File: config.mk
export PLATFORM = sky130hd
export DESIGN_NAME = rsi_reset_init
export DESIGN_NICKNAME = d
export VERILOG_FILES = /design/src/shared/rsi_pkg.sv /design/src/rtl/rsi_reset_init.sv /design/src/rtl/rsi_sync.sv
export VERILOG_INCLUDE_DIRS = /design/src /design/src/shared
export SDC_FILE = /design/constraint.sdc
export NUM_CORES = 1
export LEC_CHECK = 0
export ABC_AREA = 1
export BUFFER_PORTS_ARGS = -buffer_cell sky130_fd_sc_hd__buf_2
export CAP_MARGIN = 0
export CORE_MARGIN = 3
export CORE_UTILIZATION = 43
export CTS_BUF_LIST = sky130_fd_sc_hd__clkbuf_4
export CTS_CLUSTER_SIZE = 8
export DETAILED_ROUTE_END_ITERATION = 7
export GPL_TIMING_DRIVEN = 0
export PLACE_DENSITY_LB_ADDON = 0.1
export SLEW_MARGIN = 20
export SYNTH_ARGS = -nofsm -noshare
export SYNTH_HDL_FRONTEND = slang
export SYNTH_HIERARCHICAL = 1
export SYNTH_SLANG_ARGS = --single-unit
File: constraint.sdc
create_clock -name clk -period 2.22 [get_ports clk]
set_clock_uncertainty 0.1 [all_clocks]
set_input_delay 0.111 -clock clk [delete_from_list [all_inputs] [get_ports clk]]
set_output_delay 0.111 -clock clk [all_outputs]
set_load 0.02 [all_outputs]
File: src/shared/rsi_map.svh
`ifndef RSI_MAP_SVH
`define RSI_MAP_SVH

// ****************************************
// Register offsets (byte addresses)
// ****************************************
`define RSI_OFF_CTRL        12'h000
`define RSI_OFF_STATUS      12'h004
`define RSI_OFF_PC          12'h008
`define RSI_OFF_PSW         12'h00c
`define RSI_OFF_PORT_LAT    12'h010
`define RSI_OFF_PORT_DIR    12'h014
`define RSI_OFF_PULLUP      12'h018
`define RSI_OFF_MEMSIZE     12'h01c
`define RSI_OFF_CLKCFG      12'h020
`define RSI_OFF_OSCMISC     12'h024
`define RSI_OFF_STAB        12'h028
`define RSI_OFF_TMR_CNT     12'h02c
`define RSI_OFF_TMR_CC0     12'h030
`define RSI_OFF_TMR_CC1     12'h034
`define RSI_OFF_TMR_CTL0    12'h038
`define RSI_OFF_TMR_CTL1    12'h03c
`define RSI_OFF_VECTOR      12'h040

// ****************************************
// Reset values
// ****************************************
`define RSI_RST_PSW         8'h02
`define RSI_RST_PORT_LAT    8'h00
`define RSI_RST_PORT_DIR    8'hff
`define RSI_RST_PULLUP      8'h00
`define RSI_RST_IXS         8'h0c
`define RSI_RST_IMS         8'hcf
`define RSI_RST_BANK        8'h00
`define RSI_RST_CLOCK_OPERATION_MODE_REG      8'h00
`define RSI_RST_PCC         8'h01
`define RSI_RST_RCM         8'h80
`define RSI_RST_MOC         8'h80
`define RSI_RST_MCM         8'h00
`define RSI_RST_STABILIZATION_TIME_SELECT_REG        8'h05
`define RSI_RST_STABILIZATION_COUNTER_STATUS_REG        8'h00
`define RSI_RST_T16         16'h0000
`define RSI_RST_T8          8'h00

// ****************************************
// Field positions
// ****************************************
`define RSI_CTRL_RESET_STATUS_OUTPUT_BIT_BIT   0
`define RSI_ST_RUN_BIT      0
`define RSI_ST_HELD_BIT     1
`define RSI_ST_RESET_STATUS_OUTPUT_BIT_BIT     2

// ****************************************
// Timing
// ****************************************
`define RSI_CLK_MHZ         200
`define RSI_EXT_MIN_US      10
`define RSI_EXT_MIN_CYC     (`RSI_EXT_MIN_US * `RSI_CLK_MHZ)
`define RSI_LOAD_CYC        2

`endif

File: src/shared/rsi_pkg.sv
package rsi_pkg;
   typedef enum logic [2:0] {
      RSI_HELD  = 3'b001,
      RSI_LOAD  = 3'b010,
      RSI_RUN   = 3'b100
   } rsi_state_t;
endpackage : rsi_pkg

File: src/rtl/rsi_reset_init.sv
// Decided for this implementation: the AHB-Lite register port and the register offsets.
`timescale 1ns/1ps
`default_nettype none
`include "rsi_map.svh"
// Summary of operation
// - Core clock enable stays off while reset is held and during loading.
// - Crystal main and sub oscillators halt; their pins become port I/O in reset.
// - External main and sub clock inputs ignored in reset; pins become port I/O.
// - Program counter loads the 16-bit vector from addresses 0000h and 0001h.
// - Port output latches clear to zero.
// - Port direction registers set to all ones: every pin an input.
// - Pull-up enable registers clear to zero.
// - Expansion RAM size becomes 0x0c, memory size 0xcf, any capacity.
// - Memory bank select clears to zero.
// - Clock operation mode select clears to zero.
// - Stabilisation time select loads 5.
// - Stabilisation counter status clears to zero.
// - Both 16-bit timer counters clear to zero.
// - All four 16-bit capture/compare registers clear to zero.
// - Both 16-bit timer mode registers clear to zero.
// - Both 16-bit timer prescaler registers clear to zero.
// - Both capture/compare control registers clear to zero.
// - Both timer output control registers clear to zero.
// - Fast and slow internal oscillators stop; execution resumes on fast osc.
// - Pin, watchdog, power-on-clear and voltage detector resets act identically once the pin's low time has qualified.
module rsi_reset_init
   import rsi_pkg::*;
#(
   parameter int EXT_MIN_CYC = `RSI_EXT_MIN_CYC
) (
   input  wire logic        clk,
   input  wire logic        arst_n,
   input  wire logic        reset_pin_n,
   input  wire logic        watchdog_overflow,
   input  wire logic        power_on_clear_det,
   input  wire logic        low_voltage_detector_det,
   input  wire logic [7:0]  vector_lo,
   input  wire logic [7:0]  vector_hi,
   output logic             core_clk_en,
   output logic             crystal_main_osc_en,
   output logic             crystal_sub_osc_en,
   output logic             ext_main_clk_accept,
   output logic             ext_sub_clk_accept,
   output logic             clk_pins_port_mode,
   output logic             internal_fast_osc_en,
   output logic             internal_slow_osc_en,
   output logic             power_on_clear_en,
   output logic             low_voltage_detector_en,
   output logic             cpu_on_fast_osc,
   output logic             reset_status_output_bit,
   output logic [15:0]      program_counter,
   input  wire logic [11:0] haddr,
   input  wire logic [1:0]  htrans,
   input  wire logic        hwrite,
   input  wire logic [2:0]  hsize,
   input  wire logic        hsel,
   input  wire logic        hready,
   input  wire logic [31:0] hwdata,
   output logic [31:0]      hrdata,
   output logic             hreadyout,
   output logic             hresp
);

   // ****************************************
   // Reset source synchronisation
   // ****************************************
   logic [3:0] src_raw;
   logic [3:0] src_sync;
   // All sources map to one request; only the pin is first qualified by its low time
   assign src_raw = {~reset_pin_n, watchdog_overflow, power_on_clear_det,
                     low_voltage_detector_det};

   rsi_sync #(.W(4)) u_sync (
      .clk    (clk),
      .arst_n (arst_n),
      .d      (src_raw),
      .q      (src_sync)
   );

   wire ext_low = src_sync[3];
   wire int_req = |src_sync[2:0];

   // ****************************************
   // Pin low-time qualification
   // ****************************************
   // Glitches shorter than the minimum low time are not taken as a reset
   logic [15:0] low_cnt_reg;
   logic        ext_req;
   wire  [15:0] min_cnt = 16'(EXT_MIN_CYC);
   assign ext_req = ext_low && (low_cnt_reg >= min_cnt);

   always_ff @(posedge clk or negedge arst_n) begin
      if (!arst_n) begin
         low_cnt_reg <= 16'h0000;
      end else if (!ext_low) begin
         low_cnt_reg <= 16'h0000;
      end else if (low_cnt_reg < min_cnt) begin
         low_cnt_reg <= low_cnt_reg + 16'h0001;
      end
   end

   wire reset_req = ext_req || int_req;

   // ****************************************
   // Sequencer
   // ****************************************
   rsi_state_t state_reg;
   rsi_state_t state_next;
   logic [1:0] load_cnt_reg;

   always_comb begin
      state_next = state_reg;
      unique case (state_reg)
         RSI_HELD: if (!reset_req) state_next = RSI_LOAD;
         RSI_LOAD: begin
            if (reset_req) begin
               state_next = RSI_HELD;
            end else if (load_cnt_reg == 2'(`RSI_LOAD_CYC - 1)) begin
               state_next = RSI_RUN;
            end
         end
         RSI_RUN:  if (reset_req) state_next = RSI_HELD;
         default: state_next = RSI_HELD;
      endcase
   end

   always_ff @(posedge clk or negedge arst_n) begin
      if (!arst_n) begin
         state_reg    <= RSI_HELD;
         load_cnt_reg <= 2'h0;
      end else begin
         state_reg    <= state_next;
         load_cnt_reg <= (state_reg == RSI_LOAD) ? load_cnt_reg + 2'h1 : 2'h0;
      end
   end

   wire in_reset = (state_reg == RSI_HELD);
   wire running  = (state_reg == RSI_RUN);
   wire init_now = in_reset;

   // ****************************************
   // Clock and oscillator gating
   // ****************************************
   logic main_osc_on_reg;
   logic sub_osc_on_reg;

   assign core_clk_en             = running;
   assign crystal_main_osc_en     = !in_reset && main_osc_on_reg;
   assign crystal_sub_osc_en      = !in_reset && sub_osc_on_reg;
   assign ext_main_clk_accept     = !in_reset && main_osc_on_reg;
   assign ext_sub_clk_accept      = !in_reset && sub_osc_on_reg;
   assign clk_pins_port_mode      = in_reset;
   assign internal_fast_osc_en    = !in_reset;
   assign internal_slow_osc_en    = !in_reset;
   assign power_on_clear_en       = 1'b1;
   assign low_voltage_detector_en = !in_reset;

   // ****************************************
   // Bus address and data phase
   // ****************************************
   logic [11:0] addr_reg;
   logic        wr_pend_reg;
   logic        rd_pend_reg;
   wire  take  = hsel && hready && htrans[1];

   always_ff @(posedge clk or negedge arst_n) begin
      if (!arst_n) begin
         addr_reg    <= 12'h000;
         wr_pend_reg <= 1'b0;
         rd_pend_reg <= 1'b0;
      end else begin
         if (take) addr_reg <= haddr;
         wr_pend_reg <= take && hwrite;
         rd_pend_reg <= take && !hwrite;
      end
   end

   assign hreadyout = 1'b1;
   assign hresp     = 1'b0;

   function automatic logic wsel(input logic [11:0] off);
      return wr_pend_reg && (addr_reg == off);
   endfunction

   // ****************************************
   // Initialised registers
   // ****************************************
   logic [7:0]  psw_reg, port_lat_reg, port_dir_reg, pullup_reg;
   logic [7:0]  ixs_reg, ims_reg, bank_reg, clock_operation_mode_reg_reg;
   logic [7:0]  pcc_reg, rcm_reg, moc_reg, mcm_reg;
   logic [7:0]  stabilization_time_select_reg_reg, stabilization_counter_status_reg_reg;
   logic [15:0] tmr_cnt_reg [2];
   logic [15:0] tmr_cc_reg  [4];
   logic [7:0]  tmr_mode_reg [2];
   logic [7:0]  tmr_prm_reg  [2];
   logic [7:0]  tmr_crc_reg  [2];
   logic [7:0]  tmr_toc_reg  [2];
   logic [15:0] pc_reg;
   logic        reset_status_output_bit_reg;

   // Reset vector is fetched on every cycle of reset and loading; value final when the core enters run
   always_ff @(posedge clk or negedge arst_n) begin
      if (!arst_n) begin
         pc_reg <= 16'h0000;
      end else if (!running) begin
         pc_reg <= {vector_hi, vector_lo};
      end
   end
   assign program_counter = pc_reg;

   always_ff @(posedge clk or negedge arst_n) begin
      if (!arst_n) begin
         psw_reg      <= `RSI_RST_PSW;
         port_lat_reg <= `RSI_RST_PORT_LAT;
         port_dir_reg <= `RSI_RST_PORT_DIR;
         pullup_reg   <= `RSI_RST_PULLUP;
         ixs_reg      <= `RSI_RST_IXS;
         ims_reg      <= `RSI_RST_IMS;
         bank_reg     <= `RSI_RST_BANK;
         clock_operation_mode_reg_reg   <= `RSI_RST_CLOCK_OPERATION_MODE_REG;
         pcc_reg      <= `RSI_RST_PCC;
         rcm_reg      <= `RSI_RST_RCM;
         moc_reg      <= `RSI_RST_MOC;
         mcm_reg      <= `RSI_RST_MCM;
         stabilization_time_select_reg_reg     <= `RSI_RST_STABILIZATION_TIME_SELECT_REG;
         stabilization_counter_status_reg_reg     <= `RSI_RST_STABILIZATION_COUNTER_STATUS_REG;
      end else if (init_now) begin
         psw_reg      <= `RSI_RST_PSW;
         port_lat_reg <= `RSI_RST_PORT_LAT;
         port_dir_reg <= `RSI_RST_PORT_DIR;
         pullup_reg   <= `RSI_RST_PULLUP;
         ixs_reg      <= `RSI_RST_IXS;
         ims_reg      <= `RSI_RST_IMS;
         bank_reg     <= `RSI_RST_BANK;
         clock_operation_mode_reg_reg   <= `RSI_RST_CLOCK_OPERATION_MODE_REG;
         pcc_reg      <= `RSI_RST_PCC;
         rcm_reg      <= `RSI_RST_RCM;
         moc_reg      <= `RSI_RST_MOC;
         mcm_reg      <= `RSI_RST_MCM;
         stabilization_time_select_reg_reg     <= `RSI_RST_STABILIZATION_TIME_SELECT_REG;
         stabilization_counter_status_reg_reg     <= `RSI_RST_STABILIZATION_COUNTER_STATUS_REG;
      end else begin
         if (wsel(`RSI_OFF_PSW))      psw_reg      <= hwdata[7:0];
         if (wsel(`RSI_OFF_PORT_LAT)) port_lat_reg <= hwdata[7:0];
         if (wsel(`RSI_OFF_PORT_DIR)) port_dir_reg <= hwdata[7:0];
         if (wsel(`RSI_OFF_PULLUP))   pullup_reg   <= hwdata[7:0];
         if (wsel(`RSI_OFF_MEMSIZE)) begin
            ixs_reg  <= hwdata[7:0];
            ims_reg  <= hwdata[15:8];
            bank_reg <= hwdata[23:16];
         end
         if (wsel(`RSI_OFF_CLKCFG)) begin
            clock_operation_mode_reg_reg <= hwdata[7:0];
            pcc_reg    <= hwdata[15:8];
            rcm_reg    <= hwdata[23:16];
            moc_reg    <= hwdata[31:24];
         end
         if (wsel(`RSI_OFF_OSCMISC))  mcm_reg      <= hwdata[7:0];
         if (wsel(`RSI_OFF_STAB)) begin
            stabilization_time_select_reg_reg <= hwdata[7:0];
            stabilization_counter_status_reg_reg <= hwdata[15:8];
         end
      end
   end

   // Main oscillator runs only when software clears the stop bit (bit 7); sub oscillator when it sets bit 4
   assign main_osc_on_reg = !moc_reg[7];
   assign sub_osc_on_reg  = clock_operation_mode_reg_reg[4];

   // ****************************************
   // Two 16-bit timer register sets
   // ****************************************
   genvar t;
   generate
      for (t = 0; t < 2; t++) begin : g_tmr
         always_ff @(posedge clk or negedge arst_n) begin
            if (!arst_n) begin
               tmr_cnt_reg[t]      <= `RSI_RST_T16;
               tmr_cc_reg[2*t]     <= `RSI_RST_T16;
               tmr_cc_reg[2*t+1]   <= `RSI_RST_T16;
               tmr_mode_reg[t]     <= `RSI_RST_T8;
               tmr_prm_reg[t]      <= `RSI_RST_T8;
               tmr_crc_reg[t]      <= `RSI_RST_T8;
               tmr_toc_reg[t]      <= `RSI_RST_T8;
            end else if (init_now) begin
               tmr_cnt_reg[t]      <= `RSI_RST_T16;
               tmr_cc_reg[2*t]     <= `RSI_RST_T16;
               tmr_cc_reg[2*t+1]   <= `RSI_RST_T16;
               tmr_mode_reg[t]     <= `RSI_RST_T8;
               tmr_prm_reg[t]      <= `RSI_RST_T8;
               tmr_crc_reg[t]      <= `RSI_RST_T8;
               tmr_toc_reg[t]      <= `RSI_RST_T8;
            end else begin
               if (wsel(`RSI_OFF_TMR_CNT)) tmr_cnt_reg[t] <= hwdata[16*t +: 16];
               if (wsel(t == 0 ? `RSI_OFF_TMR_CC0 : `RSI_OFF_TMR_CC1)) begin
                  tmr_cc_reg[2*t]   <= hwdata[15:0];
                  tmr_cc_reg[2*t+1] <= hwdata[31:16];
               end
               if (wsel(t == 0 ? `RSI_OFF_TMR_CTL0 : `RSI_OFF_TMR_CTL1)) begin
                  tmr_mode_reg[t] <= hwdata[7:0];
                  tmr_prm_reg[t]  <= hwdata[15:8];
                  tmr_crc_reg[t]  <= hwdata[23:16];
                  tmr_toc_reg[t]  <= hwdata[31:24];
               end
            end
         end
      end
   endgenerate

   // ****************************************
   // Reset-status pin
   // ****************************************
   // Held low from reset until software releases it; not cleared by writing 0
   always_ff @(posedge clk or negedge arst_n) begin
      if (!arst_n) begin
         reset_status_output_bit_reg <= 1'b0;
      end else if (in_reset) begin
         reset_status_output_bit_reg <= 1'b0;
      end else if (wsel(`RSI_OFF_CTRL) && hwdata[`RSI_CTRL_RESET_STATUS_OUTPUT_BIT_BIT]) begin
         reset_status_output_bit_reg <= 1'b1;
      end
   end
   assign reset_status_output_bit = reset_status_output_bit_reg;

   // After release the core always starts on the fast internal oscillator
   assign cpu_on_fast_osc = running && (mcm_reg[0] == 1'b0);

   // ****************************************
   // Read data
   // ****************************************
   logic [31:0] rd_mux;
   always_comb begin
      rd_mux = 32'h0000_0000;
      unique case (addr_reg)
         `RSI_OFF_CTRL:     rd_mux = {31'h0, reset_status_output_bit_reg};
         `RSI_OFF_STATUS:   rd_mux = {29'h0, reset_status_output_bit_reg, in_reset, running};
         `RSI_OFF_PC:       rd_mux = {16'h0, pc_reg};
         `RSI_OFF_PSW:      rd_mux = {24'h0, psw_reg};
         `RSI_OFF_PORT_LAT: rd_mux = {24'h0, port_lat_reg};
         `RSI_OFF_PORT_DIR: rd_mux = {24'h0, port_dir_reg};
         `RSI_OFF_PULLUP:   rd_mux = {24'h0, pullup_reg};
         `RSI_OFF_MEMSIZE:  rd_mux = {8'h0, bank_reg, ims_reg, ixs_reg};
         `RSI_OFF_CLKCFG:   rd_mux = {moc_reg, rcm_reg, pcc_reg, clock_operation_mode_reg_reg};
         `RSI_OFF_OSCMISC:  rd_mux = {24'h0, mcm_reg};
         `RSI_OFF_STAB:     rd_mux = {16'h0, stabilization_counter_status_reg_reg, stabilization_time_select_reg_reg};
         `RSI_OFF_TMR_CNT:  rd_mux = {tmr_cnt_reg[1], tmr_cnt_reg[0]};
         `RSI_OFF_TMR_CC0:  rd_mux = {tmr_cc_reg[1], tmr_cc_reg[0]};
         `RSI_OFF_TMR_CC1:  rd_mux = {tmr_cc_reg[3], tmr_cc_reg[2]};
         `RSI_OFF_TMR_CTL0: rd_mux = {tmr_toc_reg[0], tmr_crc_reg[0],
                                      tmr_prm_reg[0], tmr_mode_reg[0]};
         `RSI_OFF_TMR_CTL1: rd_mux = {tmr_toc_reg[1], tmr_crc_reg[1],
                                      tmr_prm_reg[1], tmr_mode_reg[1]};
         `RSI_OFF_VECTOR:   rd_mux = {16'h0, vector_hi, vector_lo};
         default:           rd_mux = 32'h0000_0000;
      endcase
   end
   assign hrdata = rd_pend_reg ? rd_mux : 32'h0000_0000;

   wire unused_ok = &{1'b0, hsize, htrans[0]};
endmodule : rsi_reset_init
`default_nettype wire

File: src/rtl/rsi_sync.sv
`timescale 1ns/1ps
`default_nettype none
// Two-flop synchroniser bank; first stage feeds only the second
module rsi_sync #(
   parameter int W = 4
) (
   input  wire logic         clk,
   input  wire logic         arst_n,
   input  wire logic [W-1:0] d,
   output logic      [W-1:0] q
);
   logic [W-1:0] meta_reg;
   genvar i;
   generate
      for (i = 0; i < W; i++) begin : g_bit
         always_ff @(posedge clk or negedge arst_n) begin
            if (!arst_n) begin
               meta_reg[i] <= 1'b0;
               q[i]        <= 1'b0;
            end else begin
               meta_reg[i] <= d[i];
               q[i]        <= meta_reg[i];
            end
         end
      end
   endgenerate
endmodule : rsi_sync
`default_nettype wire

==> impl_metrics.csv <==
group,metric,value,unit
outcome,status,"complete, but fails checks",
outcome,failed_checks,"setup timing",
finish,area_growth,40.2,%
sta,timing_hold_violations_final,0,
setup_path,r2r_slack,-70,ps
grt,antenna_found_initial,3,
setup_path,r2r_start,"addr_reg[11]",
sta,setup_tns,-23850,ps
pwr,peakVddDrop,0.000718,V
clock_tree,clock_latency,780,ps
synthesis,synth_cell_types,39,
synthesis,avgSynthCellArea,8.07,um2
hold_path,hold_depth,4,
route,num_vias,15600,
floorplanning,die-area,38500,um2
finish,multi_input_area,6950,um2
sta,slew_headroom,0.405,
synthesis,yosysWarnings,6,
finish,layout_commonest_cell,"nand2_1",
sta,fin_crit_sh,1.35,
job,drv_cap,0,
sta,rsz0062_at_grt,"true",
placement,io_buffers,128,
finish,register_area,8340,um2
clock_tree,clockBufferDepth,3,
floorplanning,die_x,196,um
finish,layout.cells.non_filler,2913,
floorplanning,boundaryPins,136,
finish,drive_gt1_frac,0.302,
clock_tree,numCtsBuffers,94,
floorplanning,die_y,196,um
route,ant_nets,0,
grt,grt_overflow_total,0,
setup_path,cp_max_fo,6,
setup_path,crit_required,2010,ps
synthesis,synth_area,15600,um2
setup_path,start_kind,"flop",
setup_path,criticalPathCategory,"reg2out",
synthesis,synth-seq-cells,332,
synthesis,synth_edf_count,0,
grt,track_usage,0.308,
route,drc,0,
sta,drv_slew,0,
placement,dp.cells,2522,
route,wirelength,59.9,mm
finish,final_cell_mix,"nand2_1 (630), dfrtp_1 (304), clkbuf_4 (151), o21ai_0 (148), o21ai_1 (146)",
clock_tree,cts_root_buf,"clkbuf_4",
grt,grt_max_degree,95,
setup_path,worst-r2r-cell-count,11,
setup_path,path_cells,"nor2_4 -> buf_6 -> nand2_8 -> nor2_8 -> nand2_4 -> inv_4 -> buf_8 -> buf_12 -> nand2_1 -> nand2_1 -> nor2_1 -> nand2_1 -> nor2_1 -> nor2_1 -> buf_4",
sta,hold_slack,56.7,ps
setup_path,slowest_stage,"dfrtp_1",
setup_path,crit_path_max_incr_delay,410,ps
floorplanning,core_area,35600,um2
hold_path,hp-start,"hwdata[1]",
finish,largest_register_ffs,64,
setup_path,worst_setup_path_end_kind,"primary output",
placement,place_congestion,0.942,
clock_tree,cts.htree.levels,3,
route,routed_via_density,5.36,
floorplanning,initial_core_util,0.437,
sta,fin_crit,3000,ps
clock_tree,cts_tree,"yes",
sta,setup_violations,54,
clock_tree,path_clk_slew,60,ps
synthesis,synthCells,1928,
route,drtIter0Drc,1285,
synthesis,synthArstFlopShare,1.00,
finish,final.fill_count,3151,
synthesis,synth_flop_cell,"dfrtp_1",
clock_tree,cts_sinks,332,
pwr,p_per_area,1130,nW/um2
synthesis,ys_seq_area_frac,0.536,
floorplanning,row_count,69,
hold_path,holdPathEnd,"stabilization_time_select_reg_reg[1]",
sta,setup_slack,-782,ps
route,dr.pass1.iters,5,
setup_path,r2r-end,"tmr_crc_reg[15]",
finish,layout.nets,2450,
grt,grt_pass1_wl,90.1,mm
sta,fmax,0.333,GHz
pwr,total_leakage_power,10.8,nW
grt,grt_pass1_vias,15400,
hold_path,hold_class,"in2reg",
sta,tightest_slew,893,ps
placement,hpwl,37.3,mm
setup_path,worstPathArrival,2790,ps
route,wire_per_inst,20.6,um
==> Yosys cell counts, types with 9 or more instances <==
| library cell | number | area (um2) |
|---|---|---|
| nor2_1 | 163 | 612 |
| buf_6 | 11 | 124 |
| inv_1 | 99 | 372 |
| nand2_1 | 684 | 2570 |
| o21ai_0 | 158 | 791 |
| o21ai_2 | 14 | 123 |
| nand4_1 | 23 | 144 |
| a21oi_1 | 35 | 175 |
| buf_4 | 13 | 97.6 |
| buf_2 | 52 | 260 |
| o21ai_1 | 151 | 756 |
| inv_2 | 13 | 48.8 |
| dfrtp_1 | 309 | 7730 |
| clkbuf_1 | 23 | 86.3 |
| nor3_1 | 9 | 45.0 |
| nand3_1 | 82 | 410 |
| dfstp_2 | 23 | 604 |
==> power by group <==
part           switching, mW  internal, mW
registers               1.15          8.19
clock network           2.70          3.11
logic                   6.33          3.09
==> per-layer routing <==
metal | GRT usage | vias to the layer above | routed length [um]
met4 | 0.128 | 0 | 2520
met1 | 0.417 | 7571 | 24800
met3 | 0.0570 | 163 | 4940
met5 | 0 | - | 0
li1 | - | 7164 | -
met2 | 0.491 | 726 | 27700
==> worst max-delay path by stage <==
stage	from	to	slack, ps
global route	addr_reg[1]	hrdata[6]	-920
CTS	addr_reg[10]	hrdata[0]	-800
global placement	arst_n	program_counter[11]	-5740
detailed placement	state_reg[0]	hrdata[1]	-520
floorplan	state_reg[0]	cpu_on_fast_osc	160
finish	addr_reg[1]	hrdata[6]	-780
==> cell type report <==
cell class | count | share of cell area
flip-flops and latches | 332 | 0.383
multi-input cells | 1381 | 0.319
repair buffers | 352 | 0.153
clock buffers | 147 | 0.0506
plain buffers | 97 | 0.0411
well taps | 461 | 0.0265
inverters | 114 | 0.0214
clock inverters | 26 | 0.00580
repair inverters | 1 | 0.000344
diodes | 2 | 0.000230
==> per-stage QoR <==
| step | total power [mW] | worst slack [ps] | area [um2] | utilization |
|---|---|---|---|---|
| global placement | 16.7 | -5740 | 16800 | 0.472 |
| finish | 24.6 | -782 | 21800 | 0.613 |
| global route | 25.9 | -918 | 21800 | 0.613 |
| detailed placement | 16.9 | -522 | 16900 | 0.475 |
| CTS | 23.8 | -804 | 20900 | 0.588 |
| floorplan | 13.6 | 161 | 15600 | - |
==> critical path, delay by kind of cell, from the launching register on <==
kind | cells | cell delay [ps]
buffers and inverters | 5 | 650
flip-flops | 1 | 410
AND/OR/NAND/NOR | 10 | 950
==> what timing repair did <==
action,CTS,global route
gates resized for setup,255,207
hold endpoints to repair,622,0
pin swaps,35,50
cloned,5,5
endpoints found under the setup margin,299,156
setup buffers,77,28
hold buffers,108,0
==> cells by family after synthesis <==
kind of cell / Yosys count / synth area share
buf+inv: 217 / 0.0655
other cells: 2 / 0.000483
flops: 332 / 0.536
mux: 4 / 0.00290
simple gates: 1005 / 0.270
fa+ha+maj: 3 / 0.00241
xor+xnor: 1 / 0.000563
compound gates: 364 / 0.122
(Power assumes the default switching activity.)
